===== src/verilog/lcr_pkg.sv =====
// Package of offsets, fields and reset values for the link configuration bank
package lcr_pkg;
   localparam logic [7:0] LCR_OFS_VERSION = 8'h00;
   localparam logic [7:0] LCR_OFS_NODE = 8'h04;
   localparam logic [7:0] LCR_OFS_CONTROL = 8'h08;
   localparam logic [15:0] LCR_VERSION_DEF = 16'h0001;
   localparam logic [15:0] LCR_REVISION_DEF = 16'h0000;
   localparam logic [31:0] LCR_NODE_RESET = 32'hFFFF0000;
   localparam logic [31:0] LCR_CTRL_RESET = 32'hC6002A01;
   localparam logic [31:0] LCR_NODE_MASK = 32'hFFFFEFFF;
   // Bit 24 is writable as well: it holds the diagnostic write enable
   localparam logic [31:0] LCR_CTRL_MASK = 32'hFF303E09;
   localparam int LCR_NODE_BUS_HI = 31;
   localparam int LCR_NODE_BUS_LO = 22;
   localparam int LCR_NODE_ID_HI = 21;
   localparam int LCR_NODE_ID_LO = 16;
   localparam int LCR_NODE_ROOT = 15;
   localparam int LCR_NODE_POWER = 14;
   localparam int LCR_NODE_CYCMAS = 13;
   localparam int LCR_NODE_CNT_HI = 11;
   localparam int LCR_NODE_CNT_LO = 6;
   localparam int LCR_NODE_CONT_HI = 5;
   localparam int LCR_NODE_CONT_LO = 0;
   localparam int LCR_CTL_OWN_ADDR = 31;
   localparam int LCR_CTL_SELFID_RX = 30;
   localparam int LCR_CTL_BUSY_HI = 29;
   localparam int LCR_CTL_BUSY_LO = 27;
   localparam int LCR_CTL_TX_ON = 26;
   localparam int LCR_CTL_RX_ON = 25;
   localparam int LCR_CTL_DIAG_WE = 24;
   localparam int LCR_CTL_TX_RST = 21;
   localparam int LCR_CTL_RX_RST = 20;
   localparam int LCR_CTL_WIDE = 13;
   localparam int LCR_CTL_ACK = 12;
   localparam int LCR_CTL_CM_ALLOW = 11;
   localparam int LCR_CTL_CYC_SRC = 10;
   localparam int LCR_CTL_CYC_CNT = 9;
   localparam int LCR_CTL_STORE_SID = 3;
   localparam int LCR_CTL_LPS = 0;
   localparam logic [9:0] LCR_BCAST_BUS = 10'h3FF;
   localparam logic [5:0] LCR_BCAST_NODE = 6'h3F;
   localparam logic [3:0] LCR_ACK_COMPLETE = 4'h1;
   localparam logic [3:0] LCR_ACK_PENDING = 4'h2;
   localparam logic [3:0] LCR_TCODE_WQ = 4'h0;
   localparam logic [3:0] LCR_TCODE_WB = 4'h1;
endpackage


===== src/verilog/lcr_bank.sv =====
// Link configuration register bank on the host cpu port
`timescale 1ns/1ns
module lcr_bank #(
   parameter logic [15:0] VERSION = lcr_pkg::LCR_VERSION_DEF, // Arbitrary value
   parameter logic [15:0] REVISION = lcr_pkg::LCR_REVISION_DEF // Arbitrary value
) (
   // Clock and reset
   input wire logic i_clock,
   input wire logic i_rst_n,
   // Host cpu port
   input wire logic [7:0] i_addr,
   input wire logic i_write,
   input wire logic i_read,
   input wire logic [31:0] i_wdata,
   output logic [31:0] o_rdata,
   // Link status
   input wire logic i_root,
   input wire logic i_cable_power,
   input wire logic i_self_id_done_flag,
   input wire logic i_self_id_error,
   input wire logic [5:0] i_node_count,
   input wire logic [5:0] i_contender_phy_id,
   input wire logic i_contender_capable,
   input wire logic [5:0] i_own_phy_id,
   // Received packet header
   input wire logic [9:0] i_rx_dest_bus,
   input wire logic [5:0] i_rx_dest_node,
   input wire logic [3:0] i_rx_tcode,
   input wire logic i_rx_is_self_id,
   // Controls to link core
   output logic o_rx_accept,
   output logic [3:0] o_write_ack,
   output logic o_transmitter_on,
   output logic o_receiver_on,
   output logic o_tx_sync_reset,
   output logic o_rx_sync_reset,
   output logic o_sector_port_wide,
   output logic o_cycle_master_flag,
   output logic o_cycle_source_select,
   output logic o_cycle_offset_count_enable,
   output logic o_self_id_rx_enable,
   output logic [2:0] o_busy_policy,
   output logic o_store_self_id,
   output logic [9:0] o_bus_number,
   output logic [5:0] o_node_number,
   output logic o_lps
);
   import lcr_pkg::*;

   logic [31:0] node_reg;
   logic [31:0] ctrl_reg;
   logic [5:0] lat_count;
   logic [5:0] lat_cont;
   logic done_rise;
   logic diag_write_enable;
   logic [31:0] node_view;

   function automatic logic [31:0] merge(input logic [31:0] old, input logic [31:0] nw,
                                         input logic [31:0] mask);
      merge = (old & ~mask) | (nw & mask);
   endfunction

   lcr_selfid_latch u_latch (
      .i_clock(i_clock),
      .i_rst_n(i_rst_n),
      .i_self_id_done_flag(i_self_id_done_flag),
      .i_self_id_error(i_self_id_error),
      .i_node_count(i_node_count),
      .i_contender_phy_id(i_contender_phy_id),
      .i_contender_capable(i_contender_capable),
      .i_own_phy_id(i_own_phy_id),
      .o_done_rise(done_rise),
      .o_node_count(lat_count),
      .o_contender_phy_id(lat_cont)
   );

   // Diagnostic write enable sits in a spare control bit
   assign diag_write_enable = ctrl_reg[LCR_CTL_DIAG_WE];

   // Node word: bus number always writable, rest only in diagnostic mode
   always_ff @(posedge i_clock or negedge i_rst_n) begin
      if (!i_rst_n) begin
         node_reg <= LCR_NODE_RESET & LCR_NODE_MASK;
      end else if (i_write && i_addr == LCR_OFS_NODE) begin
         node_reg[LCR_NODE_BUS_HI:LCR_NODE_BUS_LO] <= i_wdata[LCR_NODE_BUS_HI:LCR_NODE_BUS_LO];
         if (diag_write_enable) begin
            node_reg[LCR_NODE_ID_HI:0] <= i_wdata[LCR_NODE_ID_HI:0] & LCR_NODE_MASK[21:0];
         end
      end else if (done_rise && !diag_write_enable) begin
         // Self-id results land in the latch fields; diagnostic writes keep priority
         node_reg[LCR_NODE_CNT_HI:LCR_NODE_CNT_LO] <= i_self_id_error ? 6'h00 :
            i_node_count;
         node_reg[LCR_NODE_CONT_HI:LCR_NODE_CONT_LO] <=
            (i_contender_capable && i_own_phy_id > i_contender_phy_id) ? i_own_phy_id :
            i_contender_phy_id;
         node_reg[LCR_NODE_ID_HI:LCR_NODE_ID_LO] <= i_own_phy_id;
      end
   end

   // Live status bits follow the link unless diagnostics override them
   always_comb begin
      node_view = node_reg;
      if (!diag_write_enable) begin
         node_view[LCR_NODE_ROOT] = i_root;
         node_view[LCR_NODE_POWER] = i_cable_power;
         node_view[LCR_NODE_CYCMAS] = o_cycle_master_flag;
         node_view[LCR_NODE_CNT_HI:LCR_NODE_CNT_LO] = lat_count;
         node_view[LCR_NODE_CONT_HI:LCR_NODE_CONT_LO] = lat_cont;
      end
      node_view = node_view & LCR_NODE_MASK;
   end

   // Control word; reset bits clear themselves one cycle after being set
   always_ff @(posedge i_clock or negedge i_rst_n) begin
      if (!i_rst_n) begin
         ctrl_reg <= LCR_CTRL_RESET;
      end else if (i_write && i_addr == LCR_OFS_CONTROL) begin
         ctrl_reg <= merge(ctrl_reg, i_wdata, LCR_CTRL_MASK);
      end else begin
         ctrl_reg[LCR_CTL_TX_RST] <= 1'b0;
         ctrl_reg[LCR_CTL_RX_RST] <= 1'b0;
      end
   end

   // Read data registered, one cycle after the read strobe
   always_ff @(posedge i_clock or negedge i_rst_n) begin
      if (!i_rst_n) begin
         o_rdata <= 32'h00000000;
      end else if (i_read) begin
         case (i_addr)
            LCR_OFS_VERSION: o_rdata <= {VERSION, REVISION};
            LCR_OFS_NODE: o_rdata <= node_view;
            LCR_OFS_CONTROL: o_rdata <= {ctrl_reg[31], 1'b1, 3'b000, ctrl_reg[26:11],
                                         1'b0, 1'b1, ctrl_reg[8:0]};
            default: o_rdata <= 32'h00000000;
         endcase
      end
   end

   // Controls to the link core
   assign o_transmitter_on = ctrl_reg[LCR_CTL_TX_ON];
   assign o_receiver_on = ctrl_reg[LCR_CTL_RX_ON];
   assign o_tx_sync_reset = ctrl_reg[LCR_CTL_TX_RST];
   assign o_rx_sync_reset = ctrl_reg[LCR_CTL_RX_RST];
   assign o_sector_port_wide = ctrl_reg[LCR_CTL_WIDE];
   assign o_cycle_master_flag = ctrl_reg[LCR_CTL_CM_ALLOW] & i_root;
   assign o_cycle_source_select = 1'b0;
   assign o_cycle_offset_count_enable = 1'b1;
   assign o_self_id_rx_enable = 1'b1;
   assign o_busy_policy = 3'b000;
   assign o_lps = ctrl_reg[LCR_CTL_LPS];
   assign o_bus_number = node_reg[LCR_NODE_BUS_HI:LCR_NODE_BUS_LO];
   assign o_node_number = node_reg[LCR_NODE_ID_HI:LCR_NODE_ID_LO];

   // Self-id packets reach the buffer only when storing is on and reception is on
   assign o_store_self_id = ctrl_reg[LCR_CTL_STORE_SID] & i_rx_is_self_id &
                            ctrl_reg[LCR_CTL_RX_ON];

   // Address filter for incoming packets
   always_comb begin
      o_rx_accept = 1'b0;
      if (ctrl_reg[LCR_CTL_RX_ON]) begin
         if (i_rx_dest_bus == LCR_BCAST_BUS && i_rx_dest_node == LCR_BCAST_NODE) begin
            o_rx_accept = 1'b1;
         end else if (ctrl_reg[LCR_CTL_OWN_ADDR] && i_rx_dest_bus == o_bus_number &&
                      i_rx_dest_node == o_node_number) begin
            o_rx_accept = 1'b1;
         end
      end
   end

   // Acknowledge for write requests
   always_comb begin
      if (i_rx_tcode == LCR_TCODE_WQ || i_rx_tcode == LCR_TCODE_WB) begin
         o_write_ack = ctrl_reg[LCR_CTL_ACK] ? LCR_ACK_PENDING : LCR_ACK_COMPLETE;
      end else begin
         o_write_ack = 4'h0;
      end
   end
endmodule // lcr_bank


===== src/verilog/lcr_selfid_latch.sv =====
// Latch of node count and contender id at the end of the self-id phase
`timescale 1ns/1ns
module lcr_selfid_latch (
   // Clock and reset
   input wire logic i_clock,
   input wire logic i_rst_n,
   // Self-id results
   input wire logic i_self_id_done_flag,
   input wire logic i_self_id_error,
   input wire logic [5:0] i_node_count,
   input wire logic [5:0] i_contender_phy_id,
   input wire logic i_contender_capable,
   input wire logic [5:0] i_own_phy_id,
   // Done edge and latched values
   output logic o_done_rise,
   output logic [5:0] o_node_count,
   output logic [5:0] o_contender_phy_id
);
   logic done_reg;
   assign o_done_rise = i_self_id_done_flag & ~done_reg;
   always_ff @(posedge i_clock or negedge i_rst_n) begin
      if (!i_rst_n) begin
         done_reg <= 1'b0;
      end else begin
         done_reg <= i_self_id_done_flag;
      end
   end
   always_ff @(posedge i_clock or negedge i_rst_n) begin
      if (!i_rst_n) begin
         o_node_count <= 6'h00;
         o_contender_phy_id <= 6'h00;
      end else if (o_done_rise) begin
         o_node_count <= i_self_id_error ? 6'h00 : i_node_count;
         if (i_contender_capable && (i_own_phy_id > i_contender_phy_id)) begin
            o_contender_phy_id <= i_own_phy_id;
         end else begin
            o_contender_phy_id <= i_contender_phy_id;
         end
      end
   end
endmodule // lcr_selfid_latch


===== config.mk =====
export PLATFORM = sky130hd
export DESIGN_NAME = lcr_bank
export DESIGN_NICKNAME = d
export VERILOG_FILES = /design/src/verilog/lcr_pkg.sv /design/src/verilog/lcr_bank.sv /design/src/verilog/lcr_selfid_latch.sv
export SDC_FILE = /design/constraint.sdc
export NUM_CORES = 1
export LEC_CHECK = 0
export BUFFER_PORTS_ARGS = -buffer_cell sky130_fd_sc_hd__clkbuf_2
export CAP_MARGIN = 30
export CORE_ASPECT_RATIO = 0.7
export CORE_UTILIZATION = 39
export DETAILED_ROUTE_END_ITERATION = 8
export GPL_ROUTABILITY_DRIVEN = 0
export PLACE_DENSITY = 0.68
export REMOVE_ABC_BUFFERS = 1
export SLEW_MARGIN = 20
export SYNTH_ARGS = -nofsm -noshare
export SYNTH_HDL_FRONTEND = slang
export SYNTH_SLANG_ARGS = --single-unit
export TNS_END_PERCENT = 30

===== constraint.sdc =====
create_clock -name i_clock -period 1.7 [get_ports i_clock]
set_input_delay 0.085 -clock i_clock [delete_from_list [all_inputs] [get_ports i_clock]]
set_output_delay 0.085 -clock i_clock [all_outputs]
set_load 0.05 [all_outputs]

==> out/qor.csv, run 1 <==
metric,value,unit
Startpoint Class,flop,
pre-CTS setup slack,0.0265,ns
mapped cell area,4740,µm²
post-synth top area cell,dfrtp_1,
Final min period,1.92,ns
grt ovf,0,
CP max stage cell,dfstp_2,
Netlist cell types,44,
CP max FO,2,
leak pwr,0.00304,µW
unrepaired setup endpoints after global routing,yes,
"flops & latches, synth",87,
CTS H-Tree Depth,3,
core box area,11800,µm²
vias in the first global route,4002,
Via density,5.07,
CTS tree,done,
fin area,6240,µm²
hpwl dp,9.27,mm
Hold Crit Depth,2,
slack of the critical path,-0.224,ns
CP max stage delay,0.56,ns
Crit Path Category,flop to primary output,
Initial Util,40.3,%
Worst-path clk slew,0.06,ns
Worst-Margin Slew,0.504,ns
Worst Path Required,1.62,ns
"Seq/Total Area, Yosys",46.5,%
ys flop type,dfrtp_1,
Post-synth EDFFs,0,
TritonCTS buffer count,9,
aggregate negative setup slack,-0.224,ns
Slew HR,66.4,%
Post-Syn Instances,465,
Ys Warns,0,
largest net degree at the start of global routing,40,
IO Count,155,
wire per inst,16.6,µm
status,finished with violations,
period utilization,113,%
Total GRT Usage,21.7,%
first-pass GRT wire length,20.7,mm
failing checks,negative setup slack,
post-route antenna net violation count,0,
"Data arrival, critical path",1.84,ns
post-CTS setup buffer count,0,
critical-path cell list,xor2_1 -> nor4_1 -> nand3_1 -> nor4_2 -> o21a_1 -> buf_8,
die height,94.2,µm
Sink Count,87,
worst-skew pair later-pin latency,0.35,ns
max cap viols,0,
# rows,33,
R2R depth,6,
Via Count,4002,
drc violations,0,
DRT Pass-1 Iters,4,
"Slew Viols, Final",0,
worst hold path type,input port to flop,
final hold slack,0.0227,ns
Largest register FFs,32,
post-synth top area share,34.3,%
Final nets,722,
die width,134,µm
syn_area_per_cell,10.2,µm²
DRT iter0 DRCs,220,
Highest Clock Rate,520,MHz
async set or reset register ratio after synthesis,100,%
final hold vios,0,
Crit. End Element,primary output,
Antenna diodes,0,
Pwr Density,890,nW/µm²
CTS root buf,clkbuf_16,
initial antenna violation count,0,
Finished Core Util,53.0,%
area of the die,12600,µm²
Clock Skew,0.00771,ns
share of layout cells above drive strength 1,39.8,%
Synth area leaders,"dfrtp_1 34%, dfstp_2 12%, mux2_2 6.9%",
final WL,13.2,mm
final setup violating endpoints,1,
"Area growth, synth to finish",31.6,%
Post-Place Cell Area,5590,µm²
CTS max path bufs,2,
IO Port Bufs,145,
Max VDD drop,0.495,mV
-- Yosys cell counts (2+ instances only) --
| library cell | n |
|---|---|
| a21oi_1 | 13 |
| a22o_1 | 6 |
| a22oi_1 | 9 |
| a31oi_1 | 6 |
| a32oi_1 | 6 |
| and2_1 | 2 |
| and3_1 | 4 |
| and3b_1 | 8 |
| buf_1 | 3 |
| buf_2 | 7 |
| buf_4 | 26 |
| buf_6 | 4 |
| clkbuf_1 | 12 |
| conb_1 | 2 |
| dfrtp_1 | 65 |
| dfstp_2 | 22 |
| ha_1 | 6 |
| inv_1 | 37 |
| mux2_2 | 29 |
| mux2_4 | 9 |
| mux2i_1 | 19 |
| nand2_1 | 51 |
| nand3_1 | 24 |
| nand4_1 | 8 |
| nor2_1 | 10 |
| nor2b_1 | 2 |
| nor4_1 | 4 |
| o21ai_0 | 27 |
| o22ai_1 | 10 |
| o31ai_1 | 6 |
| xnor2_1 | 12 |
| xor2_1 | 4 |
-- repair_timing --
action / 4_1_cts / 5_1_grt
gates resized for setup: 2 / 3
hold endpoints to repair: 55 / 0
hold buffers: 30 / 0
pin swaps: 2 / 1
gates cloned: 0 / 0
endpoints found under the setup margin: 1 / 2
-- report_power, final --
| part | leakage (µW) | internal, µW | switching, µW |
|---|---|---|---|
| Sequential | 0.00110 | 2240 | 125 |
| Combinational | 0.00179 | 437 | 593 |
| Clock | 0.000156 | 1330 | 830 |
-- cells by family after synthesis --
family / Yosys count / synth area share [%]
mux: 57 / 13.8
other cells: 2 / 0.158
flops: 87 / 46.5
xor+xnor: 16 / 2.96
fa+ha+maj: 6 / 1.58
simple gates: 119 / 13.1
compound gates: 88 / 11.9
buf+inv: 90 / 10.0
-- final cells by class --
| class | count | area (µm²) |
|---|---|---|
| clock buffers | 11 | 243 |
| clock inverters | 5 | 81.3 |
| fillers | 1062 | 5530 |
| inverters | 37 | 139 |
| multi-input cells | 294 | 2090 |
| flip-flops and latches | 87 | 2210 |
| well taps | 157 | 196 |
| repair buffers | 199 | 1280 |
-- routing by layer --
| layer | vias up | wire length [µm] | global-route usage [%] |
|---|---|---|---|
| met5 | - | 0 | 0 |
| li1 | 1915 | - | - |
| met3 | 13 | 780 | 5.56 |
| met1 | 1955 | 6050 | 28.0 |
| met2 | 119 | 6210 | 36.3 |
| met4 | 0 | 114 | 5.59 |
-- stage by stage --
stage	total power, µW	std cells
detailed placement	3370	744
floorplan	2960	418
global placement	3340	744
finish	5550	790
CTS	5610	790
global route	5790	790
-- critical path: cells and delay by family (launching register included) --
| family | cells | cell delay, ns |
|---|---|---|
| AO/OA/AOI/OAI | 1 | 0.17 |
| XOR/XNOR | 1 | 0.08 |
| buffers and inverters | 1 | 0.15 |
| flip-flops | 1 | 0.56 |
| AND/OR/NAND/NOR | 3 | 0.54 |
-- cell usage in the layout, fill, tap and decap left out, drive strengths merged, types with 5 or more instances in the layout --
cell,count
a21oi,13
a22o,6
a22oi,9
a31oi,7
a32oi,6
and3b,8
buf,26
clkbuf,154
conb,8
dfrtp,65
dfstp,22
dlygate4sd3,30
ha,6
inv,37
mux2,38
mux2i,19
nand2,52
nand3,24
nand4,9
nor2,10
nor4,5
o21ai,27
o22ai,10
o31ai,6
xnor2,12
-- final timing paths --
| path | endpoint | start | slack [ns] |
|---|---|---|---|
| max | o_rx_accept | node_reg[22] | -0.22 |
| min | ctrl_reg[3] | i_wdata[3] | 0.02 |
| max reg2reg | node_reg[3] | u_latch.done_reg | 0.18 |
| min reg2reg | node_reg[28] | node_reg[28] | 0.48 |
| max in group asynchronous | ctrl_reg[0] | i_rst_n | 0.76 |
| min in group asynchronous | u_latch.o_contender_phy_id[1] | i_rst_n | 0.27 |
(Power assumes the default switching activity.)
==> run 2, diff against run 1 <==
CORE_MARGIN = 3   (was not set)
==> run 2 against run 1 <==
  * The flow still finishes with violations (negative setup slack)
  * Highest routed layer unchanged
  * Count of clock-buffer cells in the layout down 2
  * Cell area up 0.62%
  * Core utilization up 0.33 points
  * Worst setup slack better by 0.021 ns
  * Clock skew down 0.0017 ns
  * Power up 0.19%
==> out/qor.csv, run 2 (synthesis results as in run 1) <==
metric,value,unit
Sequential Area,2210,µm²
vias in the first global route,4087,
first-pass GRT wire length,21.5,mm
Pwr Density,886,nW/µm²
R2R depth,7,
Antenna diodes,0,
most frequent cells in the layout,"143 x clkbuf_2, 64 x dfrtp_1, 51 x nand2_1",
final WL,13.4,mm
unrepaired setup endpoints after global routing,yes,
WP buf/inv,1,
share of layout cells above drive strength 1,40.4,%
failing checks,negative setup slack,
Via density,5.06,
IO Count,155,
"non-filler cells, final",793,
status,finished with violations,
FILL cells,1092,
final hold vios,0,
"Area growth, synth to finish",32.4,%
CP max FO,3,
leak pwr,0.00307,µW
footprint of the multi-input gates,2090,µm²
final setup violating endpoints,1,
CP max stage delay,0.55,ns
area of the die,13500,µm²
die width,138,µm
Total GRT Usage,20.2,%
Final min period,1.90,ns
Sink Count,87,
worst hold path type,input port to flop,
worst-skew pair later-pin latency,0.34,ns
Final nets,725,
DRT iter0 DRCs,210,
aggregate negative setup slack,-0.203,ns
Crit. End Element,primary output,
critical-path cell list,xor2_1 -> nor4_1 -> nand3_1 -> nor4_2 -> o21a_1 -> buf_8,
Hold Crit Depth,2,
Startpoint Class,flop,
Max VDD drop,0.533,mV
initial antenna violation count,0,
IO Port Bufs,145,
core box area,11800,µm²
placed instance count,748,
post-route antenna net violation count,0,
Worst path depth,6,
CP max stage cell,dfstp_2,
largest net degree at the start of global routing,40,
"Data arrival, critical path",1.82,ns
CTS root buf,clkbuf_16,
Initial Util,40.3,%
drc violations,0,
Highest Clock Rate,525,MHz
Largest register FFs,32,
die height,98.2,µm
DRT Pass-1 Iters,4,
Worst-path clk slew,0.07,ns
Crit Path Category,flop to primary output,
Finished Core Util,53.3,%
max cap viols,0,
CTS max path bufs,2,
"delay-heaviest family, CP",flip-flops,
final hold slack,0.00717,ns
hpwl dp,9.71,mm
CTS tree,done,
Via Count,4010,
Clock Skew,0.00603,ns
"Slew Viols, Final",0,
wire per inst,16.9,µm
TritonCTS buffer count,9,
slack of the critical path,-0.203,ns
period utilization,112,%
# rows,33,
Worst Path Required,1.62,ns
grt ovf,0,
"most common cell after layout, fill and taps aside",clkbuf_2,
CTS H-Tree Depth,3,
==> run 2: changes by cell type in the layout (fill, tap and decap cells not counted), sizes merged <==
cell / previous run / this run
buf: 26 / 31
clkbuf: 154 / 152
dlygate4sd3: 30 / 28
clkinv: 2 / 3
clkinvlp: 1 / 2
==> run 2: area by class of cell <==
| class | instances | area share [%] |
|---|---|---|
| inverters | 37 | 2.21 |
| multi-input cells | 294 | 33.3 |
| repair buffers | 202 | 21.1 |
| clock buffers | 9 | 3.59 |
| clock inverters | 7 | 1.56 |
| flip-flops and latches | 87 | 35.1 |
| well taps | 157 | 3.13 |
==> run 2: timing repair <==
action | 4_1_cts | 5_1_grt
setup buffers | 0 | 1
endpoints found under the setup margin | 1 | 1
gates resized for setup | 2 | 2
hold buffers | 28 | 0
endpoints found under the hold margin | 51 | 0
pin swaps | 0 | 1
==> run 2: worst paths after layout <==
| path | start | end | slack (ns) |
|---|---|---|---|
| max | node_reg[28] | o_rx_accept | -0.20 |
| min | i_wdata[0] | ctrl_reg[0] | 0.007 |
| max reg2reg | u_latch.done_reg | node_reg[3] | 0.12 |
| min reg2reg | u_latch.o_contender_phy_id[1] | u_latch.o_contender_phy_id[1] | 0.48 |
| max in group asynchronous | i_rst_n | node_reg[29] | 0.87 |
| min in group asynchronous | i_rst_n | node_reg[4] | 0.24 |
==> run 2: through the flow <==
step	setup slack [ns]	area, µm²	power (µW)
global route	-0.291	6280	5830
CTS	-0.250	6260	5620
global placement	0.0325	5650	3380
detailed placement	0.0178	5650	3410
finish	-0.203	6280	5560
floorplan	-0.361	4430	2960
==> run 2: per-layer routing <==
metal	global-route usage [%]	up-vias	share of wire [%]
li1	-	1927	-
met1	27.7	1938	46
met5	0	-	0
met2	31.9	126	47
met4	5.47	0	1.5
met3	5.30	19	6.0
==> run 2: report_power, final <==
part	switching, µW	internal [µW]	total [µW]
logic	620	462	1080
clock network	848	1290	2140
registers	106	2240	2340
